==> config.mk <==
export PLATFORM = sky130hd
export DESIGN_NAME = power_manager
export DESIGN_NICKNAME = d
export VERILOG_FILES = /design/src/inc/power_manager_pkg.sv /design/src/power_manager.sv
export SDC_FILE = /design/constraint.sdc
export NUM_CORES = 1
export LEC_CHECK = 0
export ABC_CLOCK_PERIOD_IN_PS = 3750
export BUFFER_PORTS_ARGS = -buffer_cell sky130_fd_sc_hd__buf_2
export CAP_MARGIN = 20
export CORE_MARGIN = 3
export CORE_UTILIZATION = 50
export CTS_CLUSTER_DIAMETER = 80
export DETAILED_ROUTE_END_ITERATION = 16
export GPL_ROUTABILITY_DRIVEN = 0
export PLACE_DENSITY = 0.85
export SLEW_MARGIN = 20
export SYNTH_ARGS = -nofsm -noshare
export SYNTH_HDL_FRONTEND = slang
export SYNTH_SLANG_ARGS = --single-unit
==> constraint.sdc <==
create_clock -name core_clk -period 3.75 [get_ports core_clk]
set_input_delay 0.375 -clock core_clk [delete_from_list [all_inputs] [get_ports core_clk]]
set_output_delay 0.375 -clock core_clk [all_outputs]
set_load 0.01 [all_outputs]
==> src/inc/power_manager_pkg.sv <==
// Package with register map, field positions, reset values and states of the power manager.
package power_manager_pkg;

  localparam int          ADDR_W          = 12;      // APB address width.
  localparam logic [11:0] CTRL_OFFSET     = 12'h000; // Mode control register byte address.
  localparam logic [11:0] STATUS_OFFSET   = 12'h004; // Stability status register byte address.
  localparam int          BIT_PSAVE       = 0;       // Power save request bit.
  localparam int          BIT_IDLE        = 1;       // Idle mode bit.
  localparam int          BIT_HALT        = 2;       // Halt mode bit.
  localparam int          BIT_WAIT        = 3;       // Wait before transition bit.
  localparam int          BIT_OSC_DIS     = 4;       // Oscillator disable bit.
  localparam int          BIT_PLL_DIS     = 5;       // PLL disable bit.
  localparam int          BIT_OSC_GATE    = 6;       // Oscillator hardware clock gate bit.
  localparam int          BIT_PLL_GATE    = 7;       // PLL hardware clock gate bit.
  localparam int          BIT_LOW_OK      = 0;       // Low-frequency stable flag.
  localparam int          BIT_OSC_OK      = 1;       // High-frequency oscillator stable flag.
  localparam int          BIT_PLL_OK      = 2;       // PLL stable flag.
  localparam logic [7:0]  CTRL_RESET      = 8'h00;   // Control register reset value.
  localparam int          SYNC_STAGES     = 2;       // Flip-flops in each input synchroniser.
  localparam int          NUM_ASYNC       = 5;       // Number of inputs crossing into core_clk.

  // Power modes as reported on the mode output.
  typedef enum logic [1:0] {
    MODE_ACTIVE = 2'b00,
    MODE_PSAVE  = 2'b01,
    MODE_IDLE   = 2'b10,
    MODE_HALT   = 2'b11
  } mode_t;

  // Internal sequencing states.
  typedef enum logic [2:0] {
    ST_ACTIVE    = 3'b000,
    ST_PSAVE     = 3'b001,
    ST_IDLE      = 3'b010,
    ST_HALT_STOP = 3'b011,
    ST_HALT      = 3'b100,
    ST_WAKE_OSC  = 3'b101,
    ST_WAKE_PLL  = 3'b110
  } state_t;

endpackage

==> src/power_manager.sv <==
// Power mode control and clock stability status block with an APB register slave.
module power_manager (
  input  wire logic                               core_clk,       // System clock, 20 MHz.
  input  wire logic                               sys_rst,        // Asynchronous reset, active high.
  input  wire logic                               psel,           // APB select.
  input  wire logic                               penable,        // APB enable.
  input  wire logic                               pwrite,         // APB write direction.
  input  wire logic [power_manager_pkg::ADDR_W-1:0] paddr,        // APB byte address.
  input  wire logic [31:0]                        pwdata,         // APB write data.
  output logic      [31:0]                        prdata,         // APB read data.
  output logic                                    pready,         // APB ready.
  output logic                                    pslverr,        // APB error on unmapped address.
  input  wire logic                               waitExec,       // Wait instruction executed pulse.
  input  wire logic                               wakeRequest,    // Hardware wake-up, asynchronous.
  input  wire logic                               lowFreqOscOk,   // Low-frequency oscillator stable, async.
  input  wire logic                               highFreqOscOk,  // High-frequency oscillator stable, async.
  input  wire logic                               pllLock,        // PLL locked, asynchronous.
  input  wire logic                               linkSleep,      // Link controller asleep, asynchronous.
  input  wire logic                               pllPowerDown,   // PLL power-down bit of clock control.
  output logic                                    sysClkRun,      // System clock running.
  output logic                                    sysClkSlow,     // System clock taken from slow clock.
  output logic                                    slowClkRun,     // Slow clock running.
  output logic                                    oscEnable,      // High-frequency oscillator enable.
  output logic                                    pllEnable,      // PLL enable.
  output logic      [1:0]                         powerMode       // Current power mode code.
);
  import power_manager_pkg::*;

  logic [NUM_ASYNC-1:0] asyncIn;     // Raw asynchronous inputs.
  logic [NUM_ASYNC-1:0] syncMeta;    // First synchroniser stage.
  logic [NUM_ASYNC-1:0] syncOut;     // Second synchroniser stage.
  logic                 wakeS;       // Synchronised wake request.
  logic                 wakePrev;    // Wake request delayed for edge detection.
  logic                 wakeEvt;     // Rising edge of the wake request.
  logic                 lowOk;       // Synchronised low-frequency stability.
  logic                 oscOk;       // Synchronised oscillator stability.
  logic                 pllLockS;    // Synchronised PLL lock.
  logic                 sleepS;      // Synchronised link sleep.
  logic                 pllOk;       // PLL stable flag as software sees it.
  state_t               state;       // Sequencer state.
  state_t               next_state;  // Next sequencer state.
  logic                 psmBit;      // Power save bit.
  logic                 idleBit;     // Idle bit.
  logic                 haltBit;     // Halt bit.
  logic                 waitBefore;  // Wait before transition bit.
  logic                 oscDisable;  // Oscillator disable bit.
  logic                 pllDisable;  // PLL disable bit.
  logic                 oscGate;     // Oscillator hardware gate bit.
  logic                 pllGate;     // PLL hardware gate bit.
  logic                 psReq;       // Immediate power save request pending.
  logic                 exitReq;     // Software request to leave power save.
  logic                 waitSeen;    // Wait instruction seen while in Active.
  logic                 ctrlWrite;   // Write to the control register this cycle.
  logic                 enterActive; // Transition into Active this cycle.
  logic [7:0]           ctrlRead;    // Assembled control register image.
  logic [7:0]           statusRead;  // Assembled status register image.
  logic                 next_osc;    // Next oscillator enable.
  logic                 next_pll;    // Next PLL enable.

  assign asyncIn = {linkSleep, pllLock, highFreqOscOk, lowFreqOscOk, wakeRequest};

  // Two-stage synchronisers for every input that comes from another clock or a pin.
  // Only the second stage is read, so a metastable first stage never spreads.
  // They reset low, so the low-frequency and oscillator flags read clear for two edges after reset.
  // The wait pulse and PLL power-down come from core_clk logic and bypass them.
  genvar g;
  generate
    for (g = 0; g < NUM_ASYNC; g++) begin : gSync
      always_ff @(posedge core_clk or posedge sys_rst) begin
        if (sys_rst) begin
          syncMeta[g] <= 1'b0;
          syncOut[g]  <= 1'b0;
        end else begin
          syncMeta[g] <= asyncIn[g];
          syncOut[g]  <= syncMeta[g];
        end
      end
    end
  endgenerate

  assign wakeS    = syncOut[0];
  assign lowOk    = syncOut[1];
  assign oscOk    = syncOut[2];
  assign pllLockS = syncOut[3];
  assign sleepS   = syncOut[4];

  // A disabled PLL reports stable so that it drops out of the transition checks.
  assign pllOk = pllLockS | ~pllEnable;

  // The wake unit holds its request until acknowledged, so only the rising edge counts.
  // The history resets low, the idle level of the request, so that no false
  // wake-up event follows the release of reset.
  always_ff @(posedge core_clk or posedge sys_rst) begin
    if (sys_rst) begin
      wakePrev <= 1'b0;
    end else begin
      wakePrev <= wakeS;
    end
  end

  assign wakeEvt     = wakeS & ~wakePrev;
  assign ctrlWrite   = psel & penable & pready & pwrite & (paddr == CTRL_OFFSET);
  assign enterActive = (state != ST_ACTIVE) && (next_state == ST_ACTIVE);

  // Mode sequencer: works out the next mode from requests, wake-up and stability.
  // Low-power entry waits while the slow clock is unstable; the request stays
  // pending. Wake-up always passes the oscillator and PLL stability waits, and
  // Active is entered only with both clocks stable.
  always_comb begin
    next_state = state;
    unique case (state)
      ST_ACTIVE: begin
        // Immediate power save takes priority over the deferred requests.
        if (lowOk) begin
          if (psReq) begin
            next_state = ST_PSAVE;
          end else if (waitSeen && haltBit) begin
            next_state = ST_HALT_STOP;
          end else if (waitSeen && idleBit) begin
            next_state = ST_IDLE;
          end else if (waitSeen && psmBit && waitBefore) begin
            next_state = ST_PSAVE;
          end
        end
      end
      ST_PSAVE: begin
        if (wakeEvt) begin
          next_state = ST_WAKE_OSC;
        end else if (exitReq && oscOk && pllOk) begin
          next_state = ST_ACTIVE;
        end
      end
      ST_IDLE: begin
        if (wakeEvt) begin
          next_state = ST_WAKE_OSC;
        end
      end
      ST_HALT_STOP: begin
        // System clock is stopped here; oscillator and PLL go off one cycle later.
        next_state = wakeEvt ? ST_WAKE_OSC : ST_HALT;
      end
      ST_HALT: begin
        if (wakeEvt) begin
          next_state = ST_WAKE_OSC;
        end
      end
      ST_WAKE_OSC: begin
        if (oscOk) begin
          next_state = ST_WAKE_PLL;
        end
      end
      ST_WAKE_PLL: begin
        // The oscillator must still be stable when Active is entered.
        if (pllOk && oscOk) begin
          next_state = ST_ACTIVE;
        end
      end
      default: begin
        next_state = ST_ACTIVE;
      end
    endcase
  end

  // State register.
  // Reset leaves the block in Active with no transition pending.
  always_ff @(posedge core_clk or posedge sys_rst) begin
    if (sys_rst) begin
      state <= ST_ACTIVE;
    end else begin
      state <= next_state;
    end
  end

  // Remembers a wait instruction so a request held back by stability still completes.
  // Only a wait seen while a deferred request is pending is kept, so a stray
  // earlier wait cannot let a later request enter without its own wait.
  // The flag clears on entry and whenever the sequencer is outside Active.
  always_ff @(posedge core_clk or posedge sys_rst) begin
    if (sys_rst) begin
      waitSeen <= 1'b0;
    end else if (state != ST_ACTIVE) begin
      waitSeen <= 1'b0;
    end else if (next_state != ST_ACTIVE) begin
      waitSeen <= 1'b0;
    end else if (waitExec && (idleBit || haltBit || (psmBit && waitBefore))) begin
      waitSeen <= 1'b1;
    end
  end

  // Power save bit and its pending immediate and exit requests.
  // Immediate requests read set only after entry, deferred ones from the write.
  // Clearing the bit in Power Save raises an exit request; the bit itself
  // drops only once Active has been reached.
  always_ff @(posedge core_clk or posedge sys_rst) begin
    if (sys_rst) begin
      psmBit  <= CTRL_RESET[BIT_PSAVE];
      psReq   <= 1'b0;
      exitReq <= 1'b0;
    end else begin
      if (enterActive || (wakeEvt && state == ST_ACTIVE)) begin
        // Bit drops only once Active is reached.
        psmBit  <= 1'b0;
        psReq   <= 1'b0;
        exitReq <= 1'b0;
      end else if (state == ST_ACTIVE && next_state == ST_PSAVE) begin
        psmBit <= 1'b1;
        psReq  <= 1'b0;
      end else if (ctrlWrite && state == ST_ACTIVE) begin
        if (pwdata[BIT_PSAVE] && pwdata[BIT_WAIT]) begin
          psmBit <= 1'b1;
          psReq  <= 1'b0;
        end else if (pwdata[BIT_PSAVE]) begin
          psReq  <= 1'b1;
        end else begin
          psmBit <= 1'b0;
          psReq  <= 1'b0;
        end
      end else if (ctrlWrite && state == ST_PSAVE && !pwdata[BIT_PSAVE]) begin
        exitReq <= 1'b1;
      end
    end
  end

  // Idle and halt bits; a request of either is taken only from Active.
  // Writes of zero are always taken. Wake-up clears the idle bit at once;
  // the halt bit stays set until the oscillator is stable again.
  always_ff @(posedge core_clk or posedge sys_rst) begin
    if (sys_rst) begin
      idleBit <= CTRL_RESET[BIT_IDLE];
      haltBit <= CTRL_RESET[BIT_HALT];
    end else begin
      if (wakeEvt) begin
        idleBit <= 1'b0;
      end else if (ctrlWrite && (state == ST_ACTIVE || !pwdata[BIT_IDLE])) begin
        idleBit <= pwdata[BIT_IDLE];
      end
      if (state == ST_WAKE_OSC && oscOk) begin
        haltBit <= 1'b0;
      end else if (ctrlWrite && (state == ST_ACTIVE || !pwdata[BIT_HALT])) begin
        haltBit <= pwdata[BIT_HALT];
      end
    end
  end

  // Wait bit, clock disable bits and hardware clock gate bits.
  // Wake-up clears the oscillator disable at once and the PLL disable once
  // the oscillator is stable. The gate bits clear on every entry into Active.
  // A hardware clear wins over a software write in the same cycle.
  always_ff @(posedge core_clk or posedge sys_rst) begin
    if (sys_rst) begin
      waitBefore <= CTRL_RESET[BIT_WAIT];
      oscDisable <= CTRL_RESET[BIT_OSC_DIS];
      pllDisable <= CTRL_RESET[BIT_PLL_DIS];
      oscGate    <= CTRL_RESET[BIT_OSC_GATE];
      pllGate    <= CTRL_RESET[BIT_PLL_GATE];
    end else begin
      if (ctrlWrite) begin
        waitBefore <= pwdata[BIT_WAIT];
      end
      if (wakeEvt) begin
        oscDisable <= 1'b0;
      end else if (ctrlWrite) begin
        oscDisable <= pwdata[BIT_OSC_DIS];
      end
      if ((state == ST_WAKE_OSC && oscOk) || (wakeEvt && state == ST_ACTIVE)) begin
        pllDisable <= 1'b0;
      end else if (ctrlWrite) begin
        pllDisable <= pwdata[BIT_PLL_DIS];
      end
      if (enterActive) begin
        oscGate <= 1'b0;
        pllGate <= 1'b0;
      end else if (ctrlWrite) begin
        oscGate <= pwdata[BIT_OSC_GATE];
        pllGate <= pwdata[BIT_PLL_GATE];
      end
    end
  end

  // Clock enables for the next cycle, decided from the next state.
  // Active keeps the oscillator, and the PLL unless powered down, running whatever the disable bits say; Halt turns them
  // off a cycle after the system clock stops. Gates act only while the link
  // sleeps, and the disable bits override them.
  always_comb begin
    next_osc = 1'b1;
    next_pll = ~pllPowerDown;
    unique case (next_state)
      ST_ACTIVE, ST_HALT_STOP: begin
        // Active ignores the disable bits; halt keeps clocks until sysclk has stopped.
        next_osc = 1'b1;
        next_pll = ~pllPowerDown;
      end
      ST_PSAVE, ST_IDLE: begin
        // Disables take effect only once the low-power state is really entered.
        next_osc = ~oscDisable & ~(oscGate & sleepS);
        next_pll = ~pllDisable & ~pllPowerDown & ~(pllGate & sleepS);
      end
      ST_HALT: begin
        next_osc = 1'b0;
        next_pll = 1'b0;
      end
      ST_WAKE_OSC: begin
        next_osc = 1'b1;
        next_pll = 1'b0;
      end
      ST_WAKE_PLL: begin
        next_osc = 1'b1;
        next_pll = ~pllPowerDown;
      end
      default: begin
        next_osc = 1'b1;
        next_pll = ~pllPowerDown;
      end
    endcase
  end

  // Registered clock controls and mode code.
  // Every output comes from a flip-flop, one cycle behind next_state.
  // Wake states keep the mode code of the state being left, so Active is
  // shown only once the whole wake sequence has finished.
  always_ff @(posedge core_clk or posedge sys_rst) begin
    if (sys_rst) begin
      oscEnable  <= 1'b1;
      pllEnable  <= 1'b0;
      sysClkRun  <= 1'b1;
      sysClkSlow <= 1'b0;
      slowClkRun <= 1'b1;
      powerMode  <= MODE_ACTIVE;
    end else begin
      oscEnable  <= next_osc;
      pllEnable  <= next_pll;
      sysClkRun  <= (next_state == ST_ACTIVE) || (next_state == ST_PSAVE);
      sysClkSlow <= (next_state == ST_PSAVE);
      slowClkRun <= (next_state != ST_HALT_STOP) && (next_state != ST_HALT);
      unique case (next_state)
        ST_ACTIVE:              powerMode <= MODE_ACTIVE;
        ST_PSAVE:               powerMode <= MODE_PSAVE;
        ST_IDLE:                powerMode <= MODE_IDLE;
        ST_HALT_STOP, ST_HALT:  powerMode <= MODE_HALT;
        default:                powerMode <= powerMode;
      endcase
    end
  end

  // Register images as software reads them.
  // Reserved status bits read zero. A disabled PLL reads stable, so it never
  // holds back a transition.
  assign ctrlRead = {pllGate, oscGate, pllDisable, oscDisable,
                     waitBefore, haltBit, idleBit, psmBit};
  assign statusRead = {5'h00, pllOk, oscOk, lowOk};

  // APB slave: ready one cycle after setup, so the access phase completes at once.
  // Read data and error are registered with ready; the error stands one cycle, the data until the next setup.
  // Unmapped addresses answer with an error and zero data.
  // Writes land at the access edge through ctrlWrite; status writes are dropped.
  always_ff @(posedge core_clk or posedge sys_rst) begin
    if (sys_rst) begin
      pready  <= 1'b0;
      pslverr <= 1'b0;
      prdata  <= 32'h00000000;
    end else if (psel && !penable && !pready) begin
      pready  <= 1'b1;
      pslverr <= (paddr != CTRL_OFFSET) && (paddr != STATUS_OFFSET);
      if (paddr == CTRL_OFFSET) begin
        prdata <= {24'h000000, ctrlRead};
      end else if (paddr == STATUS_OFFSET) begin
        prdata <= {24'h000000, statusRead};
      end else begin
        prdata <= 32'h00000000;
      end
    end else begin
      pready  <= 1'b0;
      pslverr <= 1'b0;
    end
  end

endmodule

# Yosys cells after proc, flatten, opt, wreduce, memory -nomap -nowiden
# Cells that the tools add are included.
# Widths: inputs -> output; s select.
[classes]
add_sub_neg = 0
n_mul = 0
div_mod_pow = 0
n_lt_le_gt_ge = 0
eq_ne = 18
shift = 0
mux = 48
n_bitwise = 18
reduce_logical = 56
[ops]
columns = ["operator", "n"]
rows = [
  ["$mux 3", 11],
  ["$mux 1", 32],
  ["$logic_and 1x1->1", 23],
  ["$pmux 3 s6", 1],
  ["$eq 3x3->1 const B", 5],
  ["$eq 12x3->1 const B", 1],
  ["$eq 3x2->1 const B", 4],
  ["$logic_not 12->1", 1],
  ["$ne 12x3->1 const B", 1],
  ["$reduce_bool 12->1", 1],
  ["$reduce_bool 2->1", 6],
  ["$reduce_bool 3->1", 4],
  ["$and 1x1->1", 10],
  ["$mux 8", 1],
  ["$pmux 2 s4", 1],
  ["$reduce_or 2->1", 4],
  ["$logic_or 1x1->1", 7],
  ["$not 1->1", 7],
  ["$eq 3x1->1 const B", 2],
  ["$logic_not 3->1", 2],
  ["$logic_not 1->1", 5],
  ["$ne 2x2->1 const B", 2],
  ["$ne 4x1->1 const B", 1],
  ["$pmux 1 s2", 2],
  ["other kinds (6)", 6],
]
[totals]
register_bits = 66
latchBits = 0
mem_bits_rw = 0
mem_bits_ro = 0
output_inout_bits = 41
mem_count = 0

# Longest topological paths before layout
# Gate-level depths: netlist of run 1.
[depth]
depth_word = 13
ltp_mapped = 8

# Worst setup path after synthesis of run 1
# OpenSTA, ideal clock, no wires.
[synth_timing]
kind = "register to register"
startpoint = "register syncOut[3], in the netlist pllLockS"
endpoint = "register psReq"
t_arrival_ps = 1565
t_required_ps = 3654
slack_ps = 2090
path_stages_with_launch = 7
period_less_slack_ps = 1660
cell_sequence = "dfrtp_1 nand2b_1 a21oi_1 a2bb2oi_4 inv_4 a41o_1 a311oi_2"
[synth_via]
elab_chain_cells = 9
elab_cells_between_ends = 15
classes_between = "1 x eq/ne; 6 x mux; 1 x bitwise; 7 x reduce/logical"
[synth_lines]
columns = ["item", "line_no", "rtl"]
rows = [
  ["start, declared", "power_manager.sv:31", "logic [NUM_ASYNC-1:0] syncOut;"],
  ["start signal, assigned by index", "power_manager.sv:75", "syncOut[g] <= syncMeta[g];"],
  ["$or 1x1->1 *", "power_manager.sv:88", "assign pllOk = pllLockS | ~pllEnable;"],
  ["$logic_and 1x1->1", "power_manager.sv:129", "end else if (exitReq && oscOk && pllOk) begin"],
  ["$mux 3", "power_manager.sv:129", ""],
  ["$mux 3", "power_manager.sv:127", "if (wakeEvt) begin"],
  ["$pmux 3 s6 *", "power_manager.sv:111", "unique case (state)"],
  ["$eq 3x1->1 or $logic_not 3->1 (tied branches)", "power_manager.sv:205, power_manager.sv:103", ""],
  ["$logic_and 1x1->1 (on tied branches)", "power_manager.sv:205, power_manager.sv:103", ""],
  ["$mux 1 or $logic_or 1x1->1 (tied branches)", "power_manager.sv:205, power_manager.sv:200", ""],
  ["$mux 1 or $reduce_bool 3->1 (tied branches)", "n/a", ""],
  ["end signal, assigned", "power_manager.sv:203", "psReq <= 1'b0;"],
  ["end signal, assigned", "power_manager.sv:207", "psReq <= 1'b0;"],
  ["end signal, assigned", "power_manager.sv:211", "psReq <= 1'b0;"],
  ["end, declared", "power_manager.sv:50", "logic psReq;"],
]
# Mark *: on every way between the ends. The rest lies on a longest branch, timed or not.
# A chain may end at the register's enable or synchronous reset.

# Worst setup path after layout of run 1
[layout_timing]
startpoint = "register state[0]"
endpoint = "register waitSeen"
[layout_via]
elab_chain_cells = 9
elab_cells_between_ends = 24
classes_between = "6 x eq/ne; 13 x mux; 5 x reduce/logical"
[layout_lines]
columns = ["item", "line_no", "rtl"]
rows = [
  ["start, declared", "power_manager.sv:40", "state_t state;"],
  ["start signal, assigned", "power_manager.sv:170", "state <= next_state;"],
  ["$mux 3", "power_manager.sv:121", "end else if (waitSeen && psmBit && waitBefore) begin"],
  ["$mux 3", "power_manager.sv:119", "end else if (waitSeen && idleBit) begin"],
  ["$mux 3", "power_manager.sv:117", "end else if (waitSeen && haltBit) begin"],
  ["$mux 3", "power_manager.sv:115", "if (psReq) begin"],
  ["$mux 3", "power_manager.sv:114", "if (lowOk) begin"],
  ["$pmux 3 s6 *", "power_manager.sv:111", ""],
  ["named net next_state[0]", "power_manager.sv:41", "state_t next_state;"],
  ["$reduce_bool 3->1 *", "power_manager.sv:183", "end else if (next_state != ST_ACTIVE) begin"],
  ["$mux 1", "power_manager.sv:183", ""],
  ["$mux 1", "power_manager.sv:181", "end else if (state != ST_ACTIVE) begin"],
  ["end signal, assigned", "power_manager.sv:180", "waitSeen <= 1'b0;"],
  ["end signal, assigned", "power_manager.sv:182", "waitSeen <= 1'b0;"],
  ["end signal, assigned", "power_manager.sv:184", "waitSeen <= 1'b0;"],
  ["end, declared", "power_manager.sv:52", "logic waitSeen;"],
]
# The timed path passes the listed nets; every way through them passes the cells marked *.

==> results of run 1 <==
-- routing by layer --
layer / vias up / track usage / wire length (microns)
li1: 737 / - / -
met1: 738 / 0.230 / 1750
met2: 62 / 0.301 / 2240
met3: 8 / 0.0662 / 297
met4: 0 / 0.0681 / 93
met5: - / 0 / 0
-- cell families (layout without fill, tap and decap cells) --
family                 Yosys count  count (layout)  share of synthesized area
buffers and inverters           34              63                      0.113
flip-flops                      42              42                      0.511
AO/OA/AOI/OAI                   51              51                      0.201
other                            1              24                    0.00182
AND/OR/NAND/NOR                 55              55                      0.135
multiplexers                     8               8                     0.0388
-- power groups by stage --
stage / Combinational [uW] / Sequential [uW] / Clock, uW
floorplan: 402 / 594 / 0
global placement: 479 / 603 / 0
detailed placement: 490 / 606 / 0
CTS: 493 / 597 / 316
global route: 542 / 609 / 334
finish: 488 / 597 / 309
-- Yosys cell counts (all sizes together) (2+ instances only) --
library cell	n	area share
dfrtp	39	0.47
buf	27	0.099
nand2	18	0.033
a21oi	15	0.038
nor2	13	0.030
mux2i	8	0.039
inv	6	0.012
a22o	5	0.021
nor3	5	0.015
o21ai	5	0.014
a211o	3	0.013
a211oi	3	0.011
dfstp	3	0.038
nand2b	3	0.0091
nand3	3	0.0073
nor4	3	0.0091
a2111oi	2	0.012
a21o	2	0.0073
a31oi	2	0.0061
and2	2	0.0061
nor2b	2	0.0061
or2	2	0.0061
-- worst max-delay path, delay by kind of cell (launching register included) --
family | cells | cell delay (ps)
buffers and inverters | 2 | 230
AND/OR/NAND/NOR | 2 | 680
flip-flops | 1 | 590
AO/OA/AOI/OAI | 1 | 320
multiplexers | 1 | 150
-- worst min path at each step --
stage	to	startpoint	cells past startpoint
2_1_floorplan	lowOk	syncMeta[1]	0
5_1_grt	syncMeta[3]	pllLock	1
3_3_place_gp	wakeS	syncMeta[0]	0
4_1_cts	syncMeta[1]	lowFreqOscOk	1
6_report	syncMeta[1]	lowFreqOscOk	1
3_5_place_dp	sleepS	syncMeta[4]	0
-- state kept, by name, indices dropped and copies added (netlist names), 2 cells and up --
| register | cells |
|---|---|
| powerMode | 2 |
| prdata | 8 |
| state | 3 |
| syncMeta | 5 |
-- layout make-up --
class                   count  area (sq um)  share of cell area
flip-flops and latches     42          1050               0.450
multi-input cells         138           862               0.368
repair buffers             49           248               0.106
clock buffers               6          82.6              0.0352
well taps                  48          60.1              0.0256
inverters                   6          25.0              0.0107
clock inverters             2          12.5             0.00534
-- per-stage QoR --
| stage | utilization | cell area [sq um] |
|---|---|---|
| floorplan | - | 2150 |
| global placement | 0.588 | 2250 |
| detailed placement | 0.588 | 2250 |
| CTS | 0.613 | 2340 |
| global route | 0.613 | 2340 |
| finish | 0.613 | 2340 |
==> metrics.cfg, run 1 <==
[status]
status = finished, final reports clean

[synth]
synth_top_flop_cell = dfrtp_1
syn-cell-area_sq_mm = 0.00206
ys_ff_latch = 42
synthCells = 191
synth-edff-count = 0
ys_seq_area_frac = 0.511
ys_warn_count = 0
ys_async_sr_fraction = 1.00
avgSynthCellArea_sq_um = 10.8
synthDistinctLibCells = 53

[clock_network]
cts_resized = 0
cts.reportedPaths.clkPinSlew_ps = 80
clock_latency_ps = 310
clock_path_buffers = 2
cts_tree = done
cts.hold.buffers_added = 0
cts_inserted_buffers = 5
cts_post_setup_buffers_inserted = 0
cts_num_sinks = 42
root_buffer = clkbuf_8
htree_levels = 2

[power]
p_leak_uw = 0.00116
intPower_uw = 870
pwr_density_cell_mw_per_mm2 = 595
p_total_uw = 1390
seq_power_share = 0.428
power.switching_uw = 525
pwr-share-comb = 0.350
swShare = 0.376
peakVddDrop_uv = 410
p_clk_frac = 0.222

[floorplanning]
num_rows = 22
die_w_microns = 70.2
start_util = 0.539
num_io_pins = 97
core-area_sq_mm = 0.00383
die-area_sq_mm = 0.00493
die_h_microns = 70.2

[setup_path]
reg2reg_setup_slack_ps = 1670
path_cells = inv_2, mux2i_1, a21oi_2, and2_1, inv_2, nor4_1
r2r_cells = 6
r2r-end = waitSeen
start_kind = flip-flop
critPathArrivalTime_ps = 2290
cp_max_fo = 11
cp_slowest_stage_delay_ps = 590
reg2reg_from = state[0]
crit_slowest_cell = dfrtp_1
cp-endpoint = waitSeen
worstSetupEndpointType = flip-flop
path_class = flip-flop to flip-flop
cp-startpoint = state[0]
crit_path_frequent_cell = inv_2
crit_required_ps = 3960

[cells_and_area]
final_cell_mix = buf_2, dfrtp_1, conb_1, nand2_1, a21oi_1
fillerInstances = 345
final_common_cell = buf_2
antenna_cells = 0
area_growth_pct = 13.6
fin_nets = 298
drive_gt1_frac = 0.313
final_cells = 291

[routing]
ant_nets = 0
drtPass1Iterations = 4
avgRoutedWirePerCell_microns = 15.1
drc = 0
drt_iter0_drc = 59
routed_wl_microns = 4390
vias_per_cell = 5.31
num_vias = 1545

[grt]
grt_overflow = 0
grt_util_all_layers = 0.187
grt_max_degree = 43
grt_pass1_wl_microns = 7260
grt_pass1_vias = 1566
grt_antenna_before_repair = 0

[sta]
maxSlewViolCount = 0
setup_viol = 0
rsz0062_at_grt = no
hold_viol_final = 0
tns_ps = 0
skew_ps = 8.88
worst_slack_ps = 1670
fin_crit_ps = 2080
max_freq_mhz = 482
slew_headroom = 0.548
hold-worst-slack_ps = 164
worstMarginPinSlew_ps = 661
fin_crit_sh = 0.554

[placement]
portBuffers = 48
dpl.cell_count = 283
place_hpwl_microns = 3380
pre_cts_slack_ps = 1710

[flow_run]
drv_cap = 0

[hold_path]
min_path_type = input port to flip-flop

Note: power is estimated with default switching activity, not from simulation.
==> run 2: changes to the inputs <==
--- a/config.mk
+++ b/config.mk
@@ -5,15 +5,16 @@
 export SDC_FILE = /design/constraint.sdc
 export NUM_CORES = 1
 export LEC_CHECK = 0
-export ABC_CLOCK_PERIOD_IN_PS = 3750
+export ABC_AREA = 1
+export ABC_CLOCK_PERIOD_IN_PS = 2200
 export BUFFER_PORTS_ARGS = -buffer_cell sky130_fd_sc_hd__buf_2
 export CAP_MARGIN = 20
 export CORE_MARGIN = 3
-export CORE_UTILIZATION = 50
+export CORE_UTILIZATION = 48
 export CTS_CLUSTER_DIAMETER = 80
 export DETAILED_ROUTE_END_ITERATION = 16
 export GPL_ROUTABILITY_DRIVEN = 0
-export PLACE_DENSITY = 0.85
+export PLACE_DENSITY = 0.8
 export SLEW_MARGIN = 20
 export SYNTH_ARGS = -nofsm -noshare
 export SYNTH_HDL_FRONTEND = slang
==> constraint.sdc (replaced) <==
create_clock -name core_clk -period 2.2 [get_ports core_clk]
set_input_delay 0.22 -clock core_clk [delete_from_list [all_inputs] [get_ports core_clk]]
set_output_delay 0.22 -clock core_clk [all_outputs]
set_load 0.01 [all_outputs]
==> run 2 against run 1 <==
Core utilization fell by 3.3 points. Sequential power rose by 71%. Synthesized area rose by 12%. First-iteration DRC count rose by 29%. Synthesized cell count rose by 41%. Non-clock buffer count rose by 2. Largest cell class unchanged. Largest power group is now combinational cells. Highest routed layer unchanged.
==> metrics.cfg, run 2 <==
[grt]
busiest_layer = met2
met1_usage = 0.236  ; +0.00572
gr-usage-met2 = 0.310  ; +0.00899
grt_pass1_vias = 1731  ; +11%
grt_overflow = 0  ; unchanged
grt_use_met3 = 0.0401  ; -0.0261
grt_util_all_layers = 0.185  ; -0.00170
grt_max_degree = 43  ; unchanged
grt_antenna_before_repair = 0  ; unchanged
grt_pass1_wl_microns = 7750  ; +6.8%

[synth]
yosys.area_share.simple = 0.318  ; +0.183
yosysMostFrequentCell = nand2_1
synth-edff-count = 0  ; unchanged
synthDistinctLibCells = 34  ; -36%
synthCells = 270  ; +41%
synth_compound_area_frac = 0.0733  ; -0.127
ys_warn_count = 0  ; unchanged
avgSynthCellArea_sq_um = 8.53  ; -21%
synth_top_flop_cell = dfrtp_1
synth_top_area_frac = 0.424  ; -0.0493
ys_ff_latch = 42  ; unchanged
syn-cell-area_sq_mm = 0.00230  ; +12%
synth-xor-area-share = 0  ; unchanged
synthTopCellsByArea = dfrtp_1, nand2_1, buf_4, inv_1, nand3_1
synth_top_cell_by_area = dfrtp_1
synthAdderAreaFrac = 0  ; unchanged
yosys-top-cells-count = nand2_1, dfrtp_1, inv_1, buf_4, nand3_1
synth_mux_area_frac = 0  ; -0.0388
ys_async_sr_fraction = 1.00  ; unchanged
synth_top_family_by_area = simple AND/OR/NAND/NOR gates
ys_seq_area_frac = 0.458  ; -0.0533

[clock_network]
clock_path_buffers = 2  ; unchanged
cts_num_sinks = 42  ; unchanged
root_buffer = clkbuf_8
cts_resized = 0  ; unchanged
cts.reportedPaths.clkPinSlew_ps = 80  ; about the same
cts.hold.buffers_added = 0  ; unchanged
cts_tree = done
cts_post_setup_buffers_inserted = 0  ; unchanged
htree_levels = 2  ; unchanged
cts_inserted_buffers = 5  ; unchanged
clock_latency_ps = 300  ; about the same

[routing]
drc = 0  ; unchanged
num_vias = 1878  ; +22%
vias_per_cell = 4.97  ; -6.4%
routed_wl_microns = 4750  ; +8.4%
drtPass1Iterations = 4  ; unchanged
drt_iter0_drc = 76  ; +29%
avgRoutedWirePerCell_microns = 12.6  ; -17%
ant_nets = 0  ; unchanged

[setup_path]
crit_required_ps = 2400  ; -1560 ps
crit_slowest_cell = dfrtp_1
r2r_cells = 10  ; +4
cp_slowest_stage_delay_ps = 470  ; -120 ps
cp-endpoint = psmBit
reg2reg_from = state[2]
crit_path_frequent_cell = nor2_1
r2r-end = psmBit
worstSetupEndpointType = flip-flop
critPathArrivalTime_ps = 1990  ; -300 ps
start_kind = flip-flop
path_cells = nor2_1, nand2_2, inv_2, nand4_1, nor2_1, nor2_1, nor2_1, nand2_1, inv_1, nor2_2
cp-startpoint = state[2]
path_class = flip-flop to flip-flop
cp_max_fo = 7  ; -4
reg2reg_setup_slack_ps = 410  ; -1270 ps

[cells_and_area]
fillerInstances = 427  ; +24%
top_register = prdata
seq_area_sq_mm = 0.00105  ; unchanged
area_growth_pct = 13.5
multi_input_area_sq_um = 991  ; +15%
fin_nets = 381  ; +28%
antenna_cells = 0  ; unchanged
final_common_cell = nand2_1
final_cell_mix = nand2_1, buf_2, dfrtp_1, inv_1, conb_1
drive_gt1_frac = 0.316  ; +0.00319
reg_top3 = prdata: 8 flops, syncMeta: 5 flops, state: 3 flops
largest_register_ff_count = 8  ; unchanged
utilization = 0.580  ; -0.0325

[placement]
portBuffers = 48  ; unchanged
place_hpwl_microns = 3710  ; +9.9%
pre_cts_slack_ps = 440  ; -1270 ps

[power]
intPower_uw = 1690  ; +95%
p_clk_frac = 0.171  ; -0.051
seq_power_share = 0.334  ; -0.094
p_leak_uw = 0.00143  ; +24%
p_total_uw = 3060  ; +120%
pwr-share-comb = 0.495  ; +0.145
pwr_density_cell_mw_per_mm2 = 1170  ; +97%
peakVddDrop_uv = 781  ; +90%
power.switching_uw = 1360  ; +160%
swShare = 0.446  ; +0.0699

[sta]
worstMarginPinSlew_ps = 540  ; -121 ps
setup_viol = 0  ; unchanged
slew_headroom = 0.640  ; +0.0919
maxSlewViolCount = 0  ; unchanged
fin_crit_ps = 1790  ; -283 ps
worst_slack_ps = 407  ; -1270 ps
hold_viol_final = 0  ; unchanged
fin_crit_sh = 0.815  ; +0.261
hold-worst-slack_ps = 27.7  ; -137 ps
tns_ps = 0  ; unchanged
rsz0062_at_grt = no
skew_ps = 12.7  ; +3.80 ps
max_freq_mhz = 558  ; +16%

[floorplanning]
die_w_microns = 75.3  ; +7.2%
core-area_sq_mm = 0.00450  ; +18%
die-area_sq_mm = 0.00567  ; +15%
start_util = 0.511  ; -0.0279
die_h_microns = 75.3  ; +7.2%
num_io_pins = 97  ; unchanged
num_rows = 24  ; +9.1%

[status]
status = finished, final reports clean

[hold_path]
min_from = linkSleep
min_path_type = input port to flip-flop

[flow_run]
drv_cap = 0  ; unchanged

-- run 2: changes by cell type in the layout (fill, tap and decap cells not counted), sizes merged, moves of 3 or more --
cell and change:
inv +32, a22o -5, nand2 +53, nand2b -3, o211ai +4, a211o -3, a21oi -7, mux2i -8
nor2 +14, nand3 +25, nand4 +4
-- run 2: metrics by stage --
stage,cell area (sq um),cells
after floorplan,2390,293
after global placement,2520,370
after detailed placement,2520,370
after CTS,2610,378
after global routing,2610,378
final,2610,378
-- run 2: area by class of cell --
type	count	area share
timing repair buffer	51	0.101
sequential	42	0.404
tap	52	0.0249
clock inverter	2	0.00479
multi-input combinational	187	0.379
inverter	38	0.0555
clock buffer	6	0.0316
-- run 2: how the worst min path moves through the flow --
stage | cells past startpoint | slack, ps | end
after floorplan | 0 | 250 | syncMeta[0]
after global placement | 1 | 330 | syncMeta[3]
after detailed placement | 1 | 330 | syncMeta[0]
after CTS | 1 | 20 | syncMeta[0]
after global routing | 1 | 10 | syncMeta[0]
final | 1 | 30 | syncMeta[4]
-- run 2: cell families after synthesis --
| logic type | after synthesis |
|---|---|
| other | 1 |
| AO/OA/AOI/OAI | 24 |
| AND/OR/NAND/NOR | 139 |
| flip-flops | 42 |
| buffers and inverters | 64 |
-- run 2: layer usage --
metal | share of wire | vias to the layer above
met5 | 0 | -
met4 | 0.020 | 0
met3 | 0.059 | 10
met2 | 0.49 | 62
met1 | 0.43 | 891
li1 | - | 915
-- run 2: power by group through the flow --
stage / clock, uW / combinational, uW / sequential [uW]
after floorplan: 0 / 1240 / 1040
after detailed placement: 0 / 1520 / 1030
after global routing: 576 / 1690 / 1040
after CTS: 536 / 1530 / 1020
after global placement: 0 / 1490 / 1030
final: 524 / 1510 / 1020
-- run 2: worst max-delay path: cells and delay by family (launching register included) --
family | cells | cell delay (ps)
and+or+nand+nor | 8 | 1000
DFF | 1 | 470
buffers and inverters | 2 | 200
